===== src/rtl/ads_defines.svh =====
`ifndef ADS_DEFINES_SVH
`define ADS_DEFINES_SVH

// ---------------------------------------------------------------------------
// register map, byte addresses on the apb
// ---------------------------------------------------------------------------
`define ADS_ADDR_W          8
`define ADS_OFF_CTRL        8'h00
`define ADS_OFF_START       8'h04
`define ADS_OFF_INT_STATUS  8'h08
`define ADS_OFF_INT_CLEAR   8'h0c
`define ADS_OFF_INT_ENABLE  8'h10
`define ADS_IDX_STATUS      8'h06
`define ADS_OFF_STATUS      (`ADS_IDX_STATUS << 2)

// ---------------------------------------------------------------------------
// sequence_status fields
// ---------------------------------------------------------------------------
`define ADS_BIT_SDF         7
`define ADS_BIT_UNUSED      6
`define ADS_BIT_TOF         5
`define ADS_BIT_ROF         4
`define ADS_IDX_W           4

// ---------------------------------------------------------------------------
// control register fields and reset values
// ---------------------------------------------------------------------------
`define ADS_CTRL_FIFO       0
`define ADS_CTRL_FFC        1
`define ADS_CTRL_SCAN       2
`define ADS_CTRL_TLS        3
`define ADS_CTRL_ETE        4
`define ADS_CTRL_RST        5'h00

// ---------------------------------------------------------------------------
// interrupt bits: 0 sequence done, 1 trigger overrun, 2 result overrun
// ---------------------------------------------------------------------------
`define ADS_INT_W           3
`define ADS_INT_RST         3'h0

`endif


===== src/rtl/ads_pkg.sv =====
package ads_pkg;

	typedef enum logic [1:0]
	{
		ADS_IDLE = 2'b01,
		ADS_RUN  = 2'b10
	} ads_run_e;

	// events from the sequencer, trigger and result logic (same clock)
	typedef struct packed
	{
		logic seq_done;
		logic conv_done;
		logic trig_edge;
		logic result_wr;
		logic conv_flag_set;
		logic result_rd;
		logic ctl_abort_wr;
	} ads_ev_s;

	typedef struct packed
	{
		logic ext_trig_en;
		logic trigger_level_select;
		logic scan_mode;
		logic fast_flag_clear;
		logic fifo_mode;
	} ads_ctrl_s;

	typedef logic [3:0] ads_idx_t;
	typedef logic [2:0] ads_int_t;

endpackage


===== src/rtl/ads_seq_status.sv =====
// Chosen here: the APB slave port.
`timescale 1ns/100ps
`include "ads_defines.svh"

module ads_seq_status
(
	input  wire logic                     clk,
	input  wire logic                     rst,
	input  wire logic                     psel,
	input  wire logic                     penable,
	input  wire logic                     pwrite,
	input  wire logic [`ADS_ADDR_W-1:0]   paddr,
	input  wire logic [31:0]              pwdata,
	output logic      [31:0]              prdata,
	output logic                          pready,
	output logic                          pslverr,
	input  ads_pkg::ads_ev_s              ev,
	output ads_pkg::ads_ctrl_s            seq_ctrl,
	output ads_pkg::ads_idx_t             conversion_index,
	output logic                          sequence_done_flag,
	output logic                          trigger_overrun_flag,
	output logic                          result_overrun_flag,
	output logic                          seq_running,
	output logic                          seq_start,
	output logic                          seq_abort,
	output logic                          irq
);
	import ads_pkg::*;

	// ---------------------------------------------------------------------
	// apb decode
	// ---------------------------------------------------------------------
	wire        acc;
	wire        setup_rd;
	wire        wr;
	wire        hit_ctrl;
	wire        hit_start;
	wire        hit_ist;
	wire        hit_iclr;
	wire        hit_ien;
	wire        hit_status;
	wire        mapped;
	wire        wr_ctrl;
	wire        start_wr;
	wire        wr_iclr;
	wire        wr_ien;
	wire        wr_status;
	logic [31:0] rd_val;
	logic [31:0] prdata_q;

	assign acc        = psel & penable;
	assign setup_rd   = psel & ~penable & ~pwrite;
	assign wr         = acc & pwrite;
	assign hit_ctrl   = paddr == `ADS_OFF_CTRL;
	assign hit_start  = paddr == `ADS_OFF_START;
	assign hit_ist    = paddr == `ADS_OFF_INT_STATUS;
	assign hit_iclr   = paddr == `ADS_OFF_INT_CLEAR;
	assign hit_ien    = paddr == `ADS_OFF_INT_ENABLE;
	assign hit_status = paddr == 8'(`ADS_OFF_STATUS);
	assign mapped     = hit_ctrl | hit_start | hit_ist | hit_iclr | hit_ien
	                    | hit_status;
	assign wr_ctrl    = wr & hit_ctrl;
	assign start_wr   = wr & hit_start;
	assign wr_iclr    = wr & hit_iclr;
	assign wr_ien     = wr & hit_ien;
	assign wr_status  = wr & hit_status;

	// zero wait states; read data is captured in the setup cycle
	assign pready  = acc;
	assign pslverr = acc & ~mapped;

	// ---------------------------------------------------------------------
	// control register
	// ---------------------------------------------------------------------
	logic [4:0] ctrl_q;

	always_ff @(posedge clk or posedge rst)
	begin
		if (rst)
			ctrl_q <= `ADS_CTRL_RST;
		else if (wr_ctrl)
			ctrl_q <= pwdata[4:0];
	end

	assign seq_ctrl.ext_trig_en          = ctrl_q[`ADS_CTRL_ETE];
	assign seq_ctrl.trigger_level_select = ctrl_q[`ADS_CTRL_TLS];
	assign seq_ctrl.scan_mode            = ctrl_q[`ADS_CTRL_SCAN];
	assign seq_ctrl.fast_flag_clear      = ctrl_q[`ADS_CTRL_FFC];
	assign seq_ctrl.fifo_mode            = ctrl_q[`ADS_CTRL_FIFO];

	// ---------------------------------------------------------------------
	// sequence run state
	// ---------------------------------------------------------------------
	ads_run_e state_q;
	ads_run_e state_d;
	logic     armed_q;
	wire      run;
	wire      trig_start;
	wire      aborting;
	wire      seq_end;
	wire      cont;

	assign run        = state_q == ADS_RUN;
	// with an external trigger a start write arms, each edge while not running then starts
	assign trig_start = ~run & armed_q & seq_ctrl.ext_trig_en & ev.trig_edge;
	assign aborting   = ev.ctl_abort_wr | (start_wr & run);
	// external trigger always runs one sequence, scan has no effect there
	assign cont       = seq_ctrl.scan_mode & ~seq_ctrl.ext_trig_en;
	assign seq_end    = run & ev.seq_done & ~cont;

	always_comb
	begin
		state_d = state_q;
		unique case (state_q)
			ADS_IDLE:
				if (start_wr | trig_start)
					state_d = ADS_RUN;
			ADS_RUN:
				if (start_wr)
					state_d = ADS_RUN;
				else if (ev.ctl_abort_wr | seq_end)
					state_d = ADS_IDLE;
			default:
				state_d = ADS_IDLE;
		endcase
	end

	always_ff @(posedge clk or posedge rst)
	begin
		if (rst)
		begin
			state_q   <= ADS_IDLE;
			armed_q   <= 1'b0;
			seq_start <= 1'b0;
			seq_abort <= 1'b0;
		end
		else
		begin
			state_q   <= state_d;
			armed_q   <= start_wr | (armed_q & ~ev.ctl_abort_wr);
			seq_start <= start_wr | trig_start;
			seq_abort <= aborting;
		end
	end

	assign seq_running = run;

	// ---------------------------------------------------------------------
	// status flags, a set always beats a clear in the same cycle
	// ---------------------------------------------------------------------
	logic sdf_q;
	logic tof_q;
	logic rof_q;
	wire  sdf_set;
	wire  tof_set;
	wire  rof_set;
	wire  sdf_clr;
	wire  tof_clr;
	wire  rof_clr;

	assign sdf_set = ev.seq_done;
	assign tof_set = ev.trig_edge & run & seq_ctrl.ext_trig_en
	                 & ~seq_ctrl.trigger_level_select;
	assign rof_set = ev.result_wr & ev.conv_flag_set;

	assign sdf_clr = (wr_status & pwdata[`ADS_BIT_SDF]) | start_wr
	                 | (seq_ctrl.fast_flag_clear & ev.result_rd);
	assign tof_clr = (wr_status & pwdata[`ADS_BIT_TOF]) | start_wr
	                 | ev.ctl_abort_wr;
	assign rof_clr = (wr_status & pwdata[`ADS_BIT_ROF]) | start_wr
	                 | ev.ctl_abort_wr;

	always_ff @(posedge clk or posedge rst)
	begin
		if (rst)
		begin
			sdf_q <= 1'b0;
			tof_q <= 1'b0;
			rof_q <= 1'b0;
		end
		else
		begin
			sdf_q <= sdf_set | (sdf_q & ~sdf_clr);
			tof_q <= tof_set | (tof_q & ~tof_clr);
			rof_q <= rof_set | (rof_q & ~rof_clr);
		end
	end

	assign sequence_done_flag   = sdf_q;
	assign trigger_overrun_flag = tof_q;
	assign result_overrun_flag  = rof_q;

	// ---------------------------------------------------------------------
	// conversion index and interrupts
	// ---------------------------------------------------------------------
	ads_int_t int_status;
	ads_int_t int_enable;

	ads_conv_cnt u_cnt
	(
		.clk              (clk),
		.rst              (rst),
		.restart          (start_wr | aborting),
		.seq_bound        (trig_start | ev.seq_done),
		.conv_done        (ev.conv_done),
		.fifo_mode        (seq_ctrl.fifo_mode),
		.conversion_index (conversion_index)
	);

	ads_irq u_irq
	(
		.clk        (clk),
		.rst        (rst),
		.set        ({rof_set, tof_set, sdf_set}),
		.clr_wr     (wr_iclr),
		.en_wr      (wr_ien),
		.wdata      (pwdata[`ADS_INT_W-1:0]),
		.int_status (int_status),
		.int_enable (int_enable),
		.irq        (irq)
	);

	// ---------------------------------------------------------------------
	// read path
	// ---------------------------------------------------------------------
	wire [7:0] status_val;

	// unused bit 6 is hard zero
	assign status_val =
		{sdf_q, 1'b0, tof_q, rof_q, conversion_index};

	always_comb
	begin
		rd_val = 32'h0000_0000;
		if (hit_ctrl)
			rd_val = {27'h000_0000, ctrl_q};
		else if (hit_ist)
			rd_val = {29'h0000_0000, int_status};
		else if (hit_ien)
			rd_val = {29'h0000_0000, int_enable};
		else if (hit_status)
			rd_val = {24'h00_0000, status_val};
	end

	always_ff @(posedge clk or posedge rst)
	begin
		if (rst)
			prdata_q <= 32'h0000_0000;
		else if (setup_rd)
			prdata_q <= rd_val;
	end

	assign prdata = prdata_q;
endmodule // ads_seq_status


===== src/rtl/ads_conv_cnt.sv =====
`timescale 1ns/100ps
`include "ads_defines.svh"

module ads_conv_cnt
(
	input  wire logic             clk,
	input  wire logic             rst,
	input  wire logic             restart,
	input  wire logic             seq_bound,
	input  wire logic             conv_done,
	input  wire logic             fifo_mode,
	output ads_pkg::ads_idx_t     conversion_index
);
	import ads_pkg::*;

	ads_idx_t idx_q;
	ads_idx_t idx_d;
	wire      zero_now;

	// ---------------------------------------------------------------------
	// counter
	// ---------------------------------------------------------------------
	// restart wins even in fifo mode; bounds only clear outside fifo mode
	assign zero_now = restart | (seq_bound & ~fifo_mode);
	// natural 4-bit overflow gives the wrap in fifo mode
	assign idx_d = zero_now ? '0 :
	               (conv_done ? idx_q + 4'h1 : idx_q);

	always_ff @(posedge clk or posedge rst)
	begin
		if (rst)
			idx_q <= '0;
		else
			idx_q <= idx_d;
	end

	assign conversion_index = idx_q;
endmodule // ads_conv_cnt


===== src/rtl/ads_irq.sv =====
`timescale 1ns/100ps
`include "ads_defines.svh"

module ads_irq
(
	input  wire logic             clk,
	input  wire logic             rst,
	input  ads_pkg::ads_int_t     set,
	input  wire logic             clr_wr,
	input  wire logic             en_wr,
	input  ads_pkg::ads_int_t     wdata,
	output ads_pkg::ads_int_t     int_status,
	output ads_pkg::ads_int_t     int_enable,
	output logic                  irq
);
	import ads_pkg::*;

	ads_int_t st_q;
	ads_int_t st_d;
	ads_int_t en_q;
	logic     irq_q;

	// ---------------------------------------------------------------------
	// sticky status, set beats a clear in the same cycle
	// ---------------------------------------------------------------------
	assign st_d = set | (st_q & ~(clr_wr ? wdata : '0));

	always_ff @(posedge clk or posedge rst)
	begin
		if (rst)
		begin
			st_q  <= `ADS_INT_RST;
			en_q  <= `ADS_INT_RST;
			irq_q <= 1'b0;
		end
		else
		begin
			st_q  <= st_d;
			en_q  <= en_wr ? wdata : en_q;
			irq_q <= |(st_d & (en_wr ? wdata : en_q));
		end
	end

	assign int_status = st_q;
	assign int_enable = en_q;
	assign irq        = irq_q;

endmodule // ads_irq


===== config.mk =====
export PLATFORM = sky130hd
export DESIGN_NAME = ads_seq_status
export DESIGN_NICKNAME = d
export VERILOG_FILES = /design/src/rtl/ads_pkg.sv /design/src/rtl/ads_seq_status.sv /design/src/rtl/ads_conv_cnt.sv /design/src/rtl/ads_irq.sv
export VERILOG_INCLUDE_DIRS = /design/src /design/src/rtl
export SDC_FILE = /design/constraint.sdc
export NUM_CORES = 1
export LEC_CHECK = 0
export BUFFER_PORTS_ARGS = -buffer_cell sky130_fd_sc_hd__buf_2
export CORE_MARGIN = 2
export CORE_UTILIZATION = 45
export CTS_BUF_LIST = sky130_fd_sc_hd__clkbuf_4 sky130_fd_sc_hd__clkbuf_8
export CTS_CLUSTER_DIAMETER = 80
export CTS_CLUSTER_SIZE = 14
export DETAILED_ROUTE_END_ITERATION = 10
export PLACE_DENSITY = 0.82
export SYNTH_ARGS = -nofsm -noshare
export SYNTH_HDL_FRONTEND = slang
export SYNTH_SLANG_ARGS = --single-unit

===== constraint.sdc =====
create_clock -name clk -period 2.25 [get_ports clk]
set_input_delay 0.3375 -clock clk [delete_from_list [all_inputs] [get_ports clk]]
set_output_delay 0.3375 -clock clk [all_outputs]
set_load 0.01 [all_outputs]

==> metrics.yaml, run 1 <==
end_kind: "primary output"
gp_congestion: 0.8220
clk_latency_ns: 0.29
final_util_pct: 56.99
drv_slew: 0
via_count: 1415
cts_tree: "built"
firstDrtPassIters: 4
cts_root_buffer: "clkbuf_8"
routed_via_density: 5.000
coreArea_sq_mm: 0.003744
hold_viol_final: 0
fin_cells: 283
hold-worst-slack_ns: 0.1154
dp_worst_setup_slack_ns: 0.08057
die_y_microns: 67.12
reg2reg_to: "u_cnt.conversion_index[0]$_DFFE_PP0P_"
dpl-instance-area_sq_mm: 0.002029
syn_area_sq_mm: 0.001793
setup_viol: 0
layout_commonest_cell: "buf_2"
ys_async_sr_fraction_pct: 100.0
min_period_ns: 1.953
yosys_warnings: 0
synth_seq_area_share_pct: 43.34
p_leak_nw: 1.115
postCtsSetupBuffers: 0
dp_hpwl_microns: 2990
timing.fmax_mhz: 512.2
start_kind: "primary input"
cts_buffers: 5
synth_enable_flop_cells: 0
final.setup.worst_slack_ns: 0.2975
cts_htree_levels: 2
postLayoutCellArea_sq_mm: 0.002133
critPathCapture: "pslverr"
status: "complete, no violations"
fillers: 353
grt_max_degree: 32
grt_usage_pct: 18.77
finalSetupTns_ns: 0
syn-instance-count: 175
dp.cells: 275
critPathKind: "primary input to primary output"
clkTransAtPathRegs_ns: 0.07
fin_crit_sh_pct: 86.78
p_total_mw: 1.368
ctsResizeCount: 0
clkSinkCount: 31
synth_cell_types: 47
die_w_microns: 67.12
arrival_ns: 1.62
cp-startpoint: "paddr[5]"
seq_area_sq_um: 777.0
reg2regPathDepth: 6
grt_setup_unrepaired: "false"
maxCapViolations: 0
r2r_slack_ns: 0.31
clockBufferDepth: 2
drc_errors: 0
nets: 289
worstMarginPinSlew_ns: 0.6622
area_growth_pct: 18.98
drtIter0Drc: 70
grt_antenna_before_repair: 0
synth_ff_type: "dfrtp_1"
final_cell_mix: "buf_2 (51), dfrtp_1 (30), conb_1 (25)"
start_util_pct: 47.89
synth_area_per_cell_sq_um: 10.25
num_antenna_cells: 0
reg2reg_from: "state_q[0]$_DFFE_PP1P_"
layout-drive-gt1-share_pct: 37.45
grt_first_pass_wirelength_microns: 6092
grt_pass1_vias: 1275
fin_skew_ns: 0.005307
die_area_sq_mm: 0.004505
synth_seq_cells: 31
totalWireLength_microns: 3763
ant_nets: 0
grt_overflow_total: 0
cp_data_required_time_ns: 1.91
drt-wirelength-per-cell_microns: 13.30
rows: 22
ios: 102
cts_hold_buf: 0
vdd_drop_max_uv: 576.6
io_buffers: 51
crit_fanout: 4
relSlewSlack_pct: 55.45
hold_path_class: "primary input to asynchronous set/reset pin"
multi_input_area_sq_um: 858.3
power_density_mw_per_mm2: 641.2
## report_power, final
| group | internal, mW | switching [mW] |
|---|---|---|
| Clock | 0.291 | 0.201 |
| Combinational | 0.118 | 0.149 |
| Sequential | 0.590 | 0.0192 |
| Total | 0.999 | 0.369 |
## worst min path at each step
stage	start	to	slack, ns	depth (start not counted)
2_1_floorplan	ev[0]	seq_abort$_DFF_PP0_	0.43	1
3_3_place_gp	rst	seq_ctrl[0]$_DFFE_PP0P_	0.44	3
3_5_place_dp	rst	u_irq.irq$_DFF_PP0_	0.44	3
4_1_cts	rst	seq_ctrl[1]$_DFFE_PP0P_	0.13	3
5_1_grt	rst	u_irq.irq$_DFF_PP0_	0.17	3
6_report	rst	prdata[4]$_DFFE_PP0P_	0.12	3
## final cells by class
cell class,instances,share of cell area (%)
Clock buffer,8,4.868
Timing Repair Buffer,59,14.78
Tap cell,48,2.815
Inverter,5,0.8798
Sequential cell,31,36.42
Multi-Input combinational cell,132,40.23
## routing by layer
layer / track usage (%) / part of all wire, %
met1: 24.54 / 44
met2: 28.59 / 48
met3: 4.730 / 6.2
met5: 0 / 0
met4: 9.949 / 2.0
## cells in the mapped netlist (4+ instances only)
cell,number,area (sq um)
mux2_2,8,90.09
inv_1,5,18.77
mux2i_1,4,40.04
a21oi_1,5,25.02
o211ai_1,5,37.54
nor2_1,9,33.78
dfrtp_1,30,750.7
o21ai_0,5,25.02
buf_4,26,195.2
nand2_1,19,71.32
## worst max-delay path, cell delays in order
cell and delay (ns):
buf_2 0.10, or3_1 0.41, buf_4 0.17, a2111oi_0 0.36, nor2b_1 0.09, buf_2 0.15
## logic make-up (layout without fill, tap and decap cells)
| logic type | after synthesis | in the layout | share of synthesized area [%] |
|---|---|---|---|
| buf+inv | 36 | 72 | 13.82 |
| other cells | 1 | 25 | 0.2092 |
| flops | 31 | 31 | 43.34 |
| fa+ha+maj | 3 | 3 | 2.094 |
| xor+xnor | 3 | 3 | 1.466 |
| mux | 12 | 12 | 7.258 |
| simple gates | 61 | 61 | 20.66 |
| compound gates | 28 | 28 | 11.17 |
## flip-flops by register name (all words and copies together), names as in the netlist, 2 cells and up
name and flops:
u_cnt.conversion_index 4, prdata 7, seq_ctrl 5, u_irq.int_status 3, u_irq.int_enable 3, state_q 2
(Power assumes the default switching activity.)
==> inputs of run 2 (changes only) <==
--- a/config.mk
+++ b/config.mk
@@ -13,7 +13,8 @@
 export CTS_CLUSTER_DIAMETER = 80
 export CTS_CLUSTER_SIZE = 14
 export DETAILED_ROUTE_END_ITERATION = 10
-export PLACE_DENSITY = 0.82
+export PLACE_DENSITY = 0.9
 export SYNTH_ARGS = -nofsm -noshare
 export SYNTH_HDL_FRONTEND = slang
 export SYNTH_SLANG_ARGS = --single-unit
+export TNS_END_PERCENT = 5
==> run 2 against run 1 <==
Critical path depth unchanged. Worst setup slack got worse by 0.063 ns. Maximum frequency shrank 3.1%. Count of clock-buffer cells in the layout shrank 2. Non-clock buffer count grew 1. Clock power rose by 13%. Global-route usage fell by 0.32 points. Largest cell class unchanged. Largest power group unchanged.
==> metrics.yaml, run 2 (same netlist as run 1, synthesis figures left out) <==
drtIter0Drc: 52  # -26%
vdd_drop_max_uv: 402.4  # -30%
swShare_pct: 25.39  # -1.6 points
final_cell_mix: "buf_2 (51), dfrtp_1 (30), conb_1 (25)"
wl_met2_microns: 1921  # +5.9%
clkTransAtPathRegs_ns: 0.07  # about the same
worstMarginPinSlew_ns: 0.7939  # +0.1317 ns
cts_root_buffer: "clkbuf_8"
totalWireLength_microns: 3765  # about the same
finalSetupTns_ns: 0  # unchanged
coreArea_sq_mm: 0.003744  # unchanged
combPwrFrac_pct: 18.4  # -1.1 points
power_density_mw_per_mm2: 662.3  # +3.3%
grt_antenna_before_repair: 0  # unchanged
nets: 290  # +0.35%
critPathBufInv: 3  # unchanged
postCtsSetupBuffers: 0  # unchanged
clk_latency_ns: 0.28  # about the same
dp_hpwl_microns: 3043  # +1.8%
critPathMaxStageDelay_ns: 0.43  # +0.02 ns
fin_skew_ns: 0.01143  # +0.006120 ns
cp-startpoint: "paddr[5]"
ant_nets: 0  # unchanged
ios: 102  # unchanged
drc_errors: 0  # unchanged
gp_congestion: 0.8298  # +0.95%
layout-drive-gt1-share_pct: 37.71  # +0.27 points
arrival_ns: 1.68  # +0.06 ns
reg2reg_from: "state_q[0]$_DFFE_PP1P_"
grt_setup_unrepaired: "false"
layout_commonest_cell: "buf_2"
io_buffers: 51  # unchanged
clkSinkCount: 31  # unchanged
routed_via_density: 4.968  # -0.63%
reg2regPathDepth: 6  # unchanged
clkPwrFrac_pct: 39.1  # +3.1 points
grt_usage_pct: 18.45  # -0.32 points
num_antenna_cells: 0  # unchanged
grt_pass1_vias: 1309  # +2.7%
top_layer: "met4"
wirelength_met1_microns: 1540  # -5.9%
maxCapViolations: 0  # unchanged
setup_viol: 0  # unchanged
largest_register_ffs: 7  # unchanged
hold_path_class: "primary input to asynchronous set/reset pin"
critPathTopFamily: "simple AND/OR/NAND/NOR gates"
status: "complete, no violations"
p_total_mw: 1.427  # +4.3%
fin_crit_sh_pct: 89.57  # +2.8 points
relSlewSlack_pct: 47.02  # -8.4 points
seqPwrFrac_pct: 42.6  # -2.0 points
drt-wirelength-per-cell_microns: 13.26  # -0.30%
timing.fmax_mhz: 496.2  # -3.1%
clockBufferDepth: 2  # unchanged
cts_htree_levels: 2  # unchanged
firstDrtPassIters: 4  # unchanged
hold_viol_final: 0  # unchanged
cts_buffers: 5  # unchanged
area_growth_pct: 20.17
met3WireLength_microns: 263  # +12%
p_int_mw: 1.065  # +6.6%
min_period_ns: 2.015  # +0.06280 ns
end_kind: "primary output"
final.setup.worst_slack_ns: 0.2347  # -0.06280 ns
crit_fanout: 4  # unchanged
cp_data_required_time_ns: 1.91  # about the same
grt_overflow_total: 0  # unchanged
drv_slew: 0  # unchanged
start_kind: "primary input"
start_util_pct: 47.89  # unchanged
die_area_sq_mm: 0.004505  # unchanged
path_depth: 6  # unchanged
crit_slowest_cell: "a2111oi_0"
worstPathCellList: "buf_2 -> or3_1 -> buf_4 -> a2111oi_0 -> nor2b_1 -> buf_2"
die_y_microns: 67.12  # unchanged
die_w_microns: 67.12  # unchanged
via_count: 1411  # -0.28%
grt_max_degree: 22  # -31%
p_leak_nw: 1.127  # +1.1%
critPathKind: "primary input to primary output"
grt_first_pass_wirelength_microns: 6058  # -0.56%
p_switching_mw: 0.3623  # -1.8%
cpMostUsedCell: "buf_2"
dp_worst_setup_slack_ns: 0.01006  # -0.07051 ns
cts_hold_buf: 0  # unchanged
cts_tree: "built"
rows: 22  # unchanged
ctsResizeCount: 0  # unchanged
==> run 2: changes by cell type in the layout (fill, tap and decap cells not counted) <==
cell | before | now
buf_4 | 8 | 9
bufinv_16 | 0 | 1
clkbuf_4 | 1 | 0
clkbuf_8 | 7 | 6
clkinv_2 | 0 | 1
==> run 2: metrics by stage <==
| stage | instance area, sq um | instances | hold slack [ns] | utilization [%] |
|---|---|---|---|---|
| after global routing | 2155 | 284 | 0.2624 | 57.55 |
| after CTS | 2155 | 284 | 0.2095 | 57.55 |
| after global placement | 2037 | 276 | 0.4638 | 54.41 |
| after detailed placement | 2037 | 276 | 0.4890 | 54.41 |
| final | 2155 | 284 | 0.1949 | 57.55 |
| after floorplan | 1883 | 199 | 0.4298 | - |
==> run 2: power by group through the flow <==
stage / clock network, mW / logic [mW] / registers (mW)
after detailed placement: 0 / 0.264 / 0.618
after global routing: 0.599 / 0.301 / 0.610
after floorplan: 0 / 0.224 / 0.617
after CTS: 0.572 / 0.265 / 0.608
final: 0.558 / 0.262 / 0.607
after global placement: 0 / 0.257 / 0.616
==> run 2: final timing paths <==
| kind | end | slack [ns] |
|---|---|---|
| setup / recovery | pslverr | 0.23 |
| hold / removal | trigger_overrun_flag$_DFF_PP0_ | 0.19 |
| setup reg to reg | u_cnt.conversion_index[3]$_DFFE_PP0P_ | 0.30 |
| hold reg to reg | prdata[0]$_DFFE_PP0P_ | 0.49 |
| max in group asynchronous | u_cnt.conversion_index[3]$_DFFE_PP0P_ | 1.45 |
| min in group clk | seq_abort$_DFF_PP0_ | 0.27 |
==> run 2: area by class of cell <==
class                           instances  area (sq um)
Timing Repair Buffer                   60         322.8
Clock buffer                            6         82.58
Multi-Input combinational cell        132         858.3
Sequential cell                        31         777.0
Fill cell                             345          1589
Clock inverter                          2         35.03
Inverter                                5         18.77
Tap cell                               48         60.06
==> run 2: worst register-to-register path, cell delays in order (launching register included) <==
cell      delay, ns
dfstp_2        0.54
inv_1          0.04
ha_1           0.26
nand4b_1       0.24
nor2b_1        0.16
o21ai_0        0.44
nor2_1         0.12
==> run 2: per-layer routing <==
layer	global-route usage [%]	vias to the layer above
li1	-	684
met1	22.25	668
met2	31.06	54
met3	5.574	5
met4	6.633	0
met5	0	-
==> inputs of run 3 (changes only) <==
--- a/config.mk
+++ b/config.mk
@@ -7,6 +7,7 @@
 export NUM_CORES = 1
 export LEC_CHECK = 0
 export BUFFER_PORTS_ARGS = -buffer_cell sky130_fd_sc_hd__buf_2
+export CORE_ASPECT_RATIO = 0.75
 export CORE_MARGIN = 2
 export CORE_UTILIZATION = 45
 export CTS_BUF_LIST = sky130_fd_sc_hd__clkbuf_4 sky130_fd_sc_hd__clkbuf_8
@@ -14,6 +15,7 @@
 export CTS_CLUSTER_SIZE = 14
 export DETAILED_ROUTE_END_ITERATION = 10
 export PLACE_DENSITY = 0.9
+export RECOVER_POWER = 25
 export SYNTH_ARGS = -nofsm -noshare
 export SYNTH_HDL_FRONTEND = slang
 export SYNTH_SLANG_ARGS = --single-unit
==> run 3 against run 2 <==
The flow now finishes with violations (max-capacitance violations, max-slew violations). Worst setup slack improved by 0.043 ns. Via count increased by 2.8%. Sequential power about the same. Register-to-register slack about the same. Count of clock-buffer cells in the layout unchanged. Utilization decreased by 0.77 points. Non-clock buffer count decreased by 1. First-iteration DRC count increased by 15%. Critical path depth unchanged. Combinational power increased by 3%. Sequential share of layout area increased by 0.60 points. Total power decreased by 7.7%. Critical path type unchanged. Largest cell class unchanged.
==> metrics.yaml, run 3 (same netlist as run 1, synthesis figures left out) <==
drv_slew: 32  # +32
swShare_pct: 29.09  # +3.7 points
grt_overflow_total: 0  # unchanged
combPwrFrac_pct: 20.6  # +2.2 points
layout-drive-gt1-share_pct: 37.02  # -0.69 points
clkTransAtPathRegs_ns: 0.07  # about the same
setup_viol: 0  # unchanged
ant_nets: 0  # unchanged
cts_hold_buf: 0  # unchanged
critPathBufInv: 3  # unchanged
clkPwrFrac_pct: 33.1  # -6.0 points
vdd_drop_max_uv: 485.3  # +21%
grt_usage_pct: 19.15  # +0.70 points
firstDrtPassIters: 4  # unchanged
min_period_ns: 1.973  # -0.04274 ns
timing.fmax_mhz: 506.9  # +2.2%
io_buffers: 51  # unchanged
totalWireLength_microns: 3986  # +5.9%
crit_slowest_cell: "or3_1"
ios: 102  # unchanged
fin_skew_ns: 0.005240  # -0.006188 ns
critPathTopFamily: "simple AND/OR/NAND/NOR gates"
hold_viol_final: 0  # unchanged
postCtsSetupBuffers: 0  # unchanged
dpl-instance-area_sq_mm: 0.002034  # -0.12%
rows: 19  # -14%
drt-wirelength-per-cell_microns: 13.89  # +4.8%
violations: "max-capacitance violations, max-slew violations"
clockBufferDepth: 2  # unchanged
crit_fanout: 4  # unchanged
power_density_mw_per_mm2: 621.5  # -6.2%
die_area_sq_mm: 0.004510  # +0.12%
num_antenna_cells: 0  # unchanged
via_count: 1451  # +2.8%
maxCapViolations: 1  # +1
gp_congestion: 0.8436  # +1.7%
p_switching_mw: 0.3832  # +5.8%
clkSinkCount: 31  # unchanged
start_kind: "primary input"
cts_htree_levels: 2  # unchanged
seq_area_sq_um: 777.0  # unchanged
status: "complete, but fails checks"
ctsResizeCount: 0  # unchanged
layout_commonest_cell: "buf_2"
fillers: 342  # -0.87%
relSlewSlack_pct: -7.497  # -55 points
die_y_microns: 58.67  # -13%
multi_input_area_sq_um: 858.3  # unchanged
finalSetupTns_ns: 0  # unchanged
grt_antenna_before_repair: 0  # unchanged
end_kind: "primary output"
postLayoutCellArea_sq_mm: 0.002120  # -1.6%
drc_errors: 0  # unchanged
die_w_microns: 76.89  # +15%
area_growth_pct: 18.21
p_leak_nw: 1.102  # -2.2%
drtIter0Drc: 60  # +15%
critPathMaxStageDelay_ns: 0.42  # about the same
grt_setup_unrepaired: "false"
fin_crit_sh_pct: 87.67  # -1.9 points
worstMarginPinSlew_ns: 1.612  # +0.8186 ns
grt_first_pass_wirelength_microns: 6582  # +8.6%
critPathKind: "primary input to primary output"
cpMostUsedCell: "buf_2"
grt_max_degree: 32  # +45%
hold_path_class: "primary input to flip-flop"
cts_tree: "built"
nets: 289  # -0.34%
start_util_pct: 48.04  # +0.14 points
routed_via_density: 5.056  # +1.8%
cp_data_required_time_ns: 1.91  # about the same
worstPathCellList: "buf_2 -> or3_1 -> buf_4 -> a2111oi_0 -> nor2b_1 -> buf_2"
largest_register_ffs: 7  # unchanged
coreArea_sq_mm: 0.003732  # -0.30%
cts_buffers: 5  # unchanged
seqPwrFrac_pct: 46.3  # +3.7 points
grt_pass1_vias: 1408  # +7.6%
final_cell_mix: "buf_2 (51), dfrtp_1 (30), conb_1 (25)"
clk_latency_ns: 0.29  # about the same
dp_hpwl_microns: 3238  # +6.4%
cts_root_buffer: "clkbuf_8"
arrival_ns: 1.64  # -0.04 ns
p_int_mw: 0.9340  # -12%
==> run 3: power by group through the flow <==
stage	Combinational, mW	Clock [mW]	Sequential, mW
2_1_floorplan	0.224	0	0.617
3_3_place_gp	0.260	0	0.617
3_5_place_dp	0.271	0	0.619
4_1_cts	0.272	0.444	0.608
5_1_grt	0.305	0.476	0.611
6_report	0.271	0.436	0.610
==> run 3: per-stage QoR <==
step	util [%]	worst slack, ns	power, mW	cells	hold slack, ns
finish	56.79	0.2774	1.317	287	0.2618
global route	56.79	0.1274	1.392	287	0.2782
detailed placement	54.51	0.06362	0.8903	279	0.4386
floorplan	-	0.09220	0.8410	199	0.4298
global placement	54.51	0.04883	0.8767	279	0.4313
CTS	56.89	0.2806	1.324	287	0.1277
==> run 3: path summary, 6_finish.rpt <==
kind	to	slack, ns	startpoint	depth (start not counted)
max in group asynchronous	prdata[1]$_DFFE_PP0P_	0.71	rst	3
setup reg to reg	u_cnt.conversion_index[1]$_DFFE_PP0P_	0.29	state_q[0]$_DFFE_PP1P_	6
hold / removal	seq_abort$_DFF_PP0_	0.26	ev[0]	2
min in group asynchronous	seq_ctrl[3]$_DFFE_PP0P_	0.60	rst	3
setup / recovery	pslverr	0.28	paddr[5]	6
hold reg to reg	prdata[2]$_DFFE_PP0P_	0.48	prdata[2]$_DFFE_PP0P_	2
==> run 3: cell type report <==
class / count / share of cell area [%]
multi-input cells: 132 / 40.50
flip-flops and latches: 31 / 36.66
repair buffers: 59 / 14.70
clock buffers: 6 / 3.601
well taps: 52 / 3.070
inverters: 5 / 0.8855
clock inverters: 2 / 0.5903
==> run 3: per-layer routing <==
layer  up-vias  GRT usage, %  routed length [microns]
li1        679             -                        -
met5         -             0                        0
met4         0         9.091                       74
met2        56         29.45                     1843
met3        12         6.442                      301
met1       704         24.73                     1766
==> run 3: worst register-to-register path: stages, from the launching register on <==
cell      delay (ns)
dfstp_2         0.55
inv_1           0.05
ha_1            0.27
nand4b_1        0.24
nor2b_1         0.16
o21ai_0         0.44
nor2_1          0.11
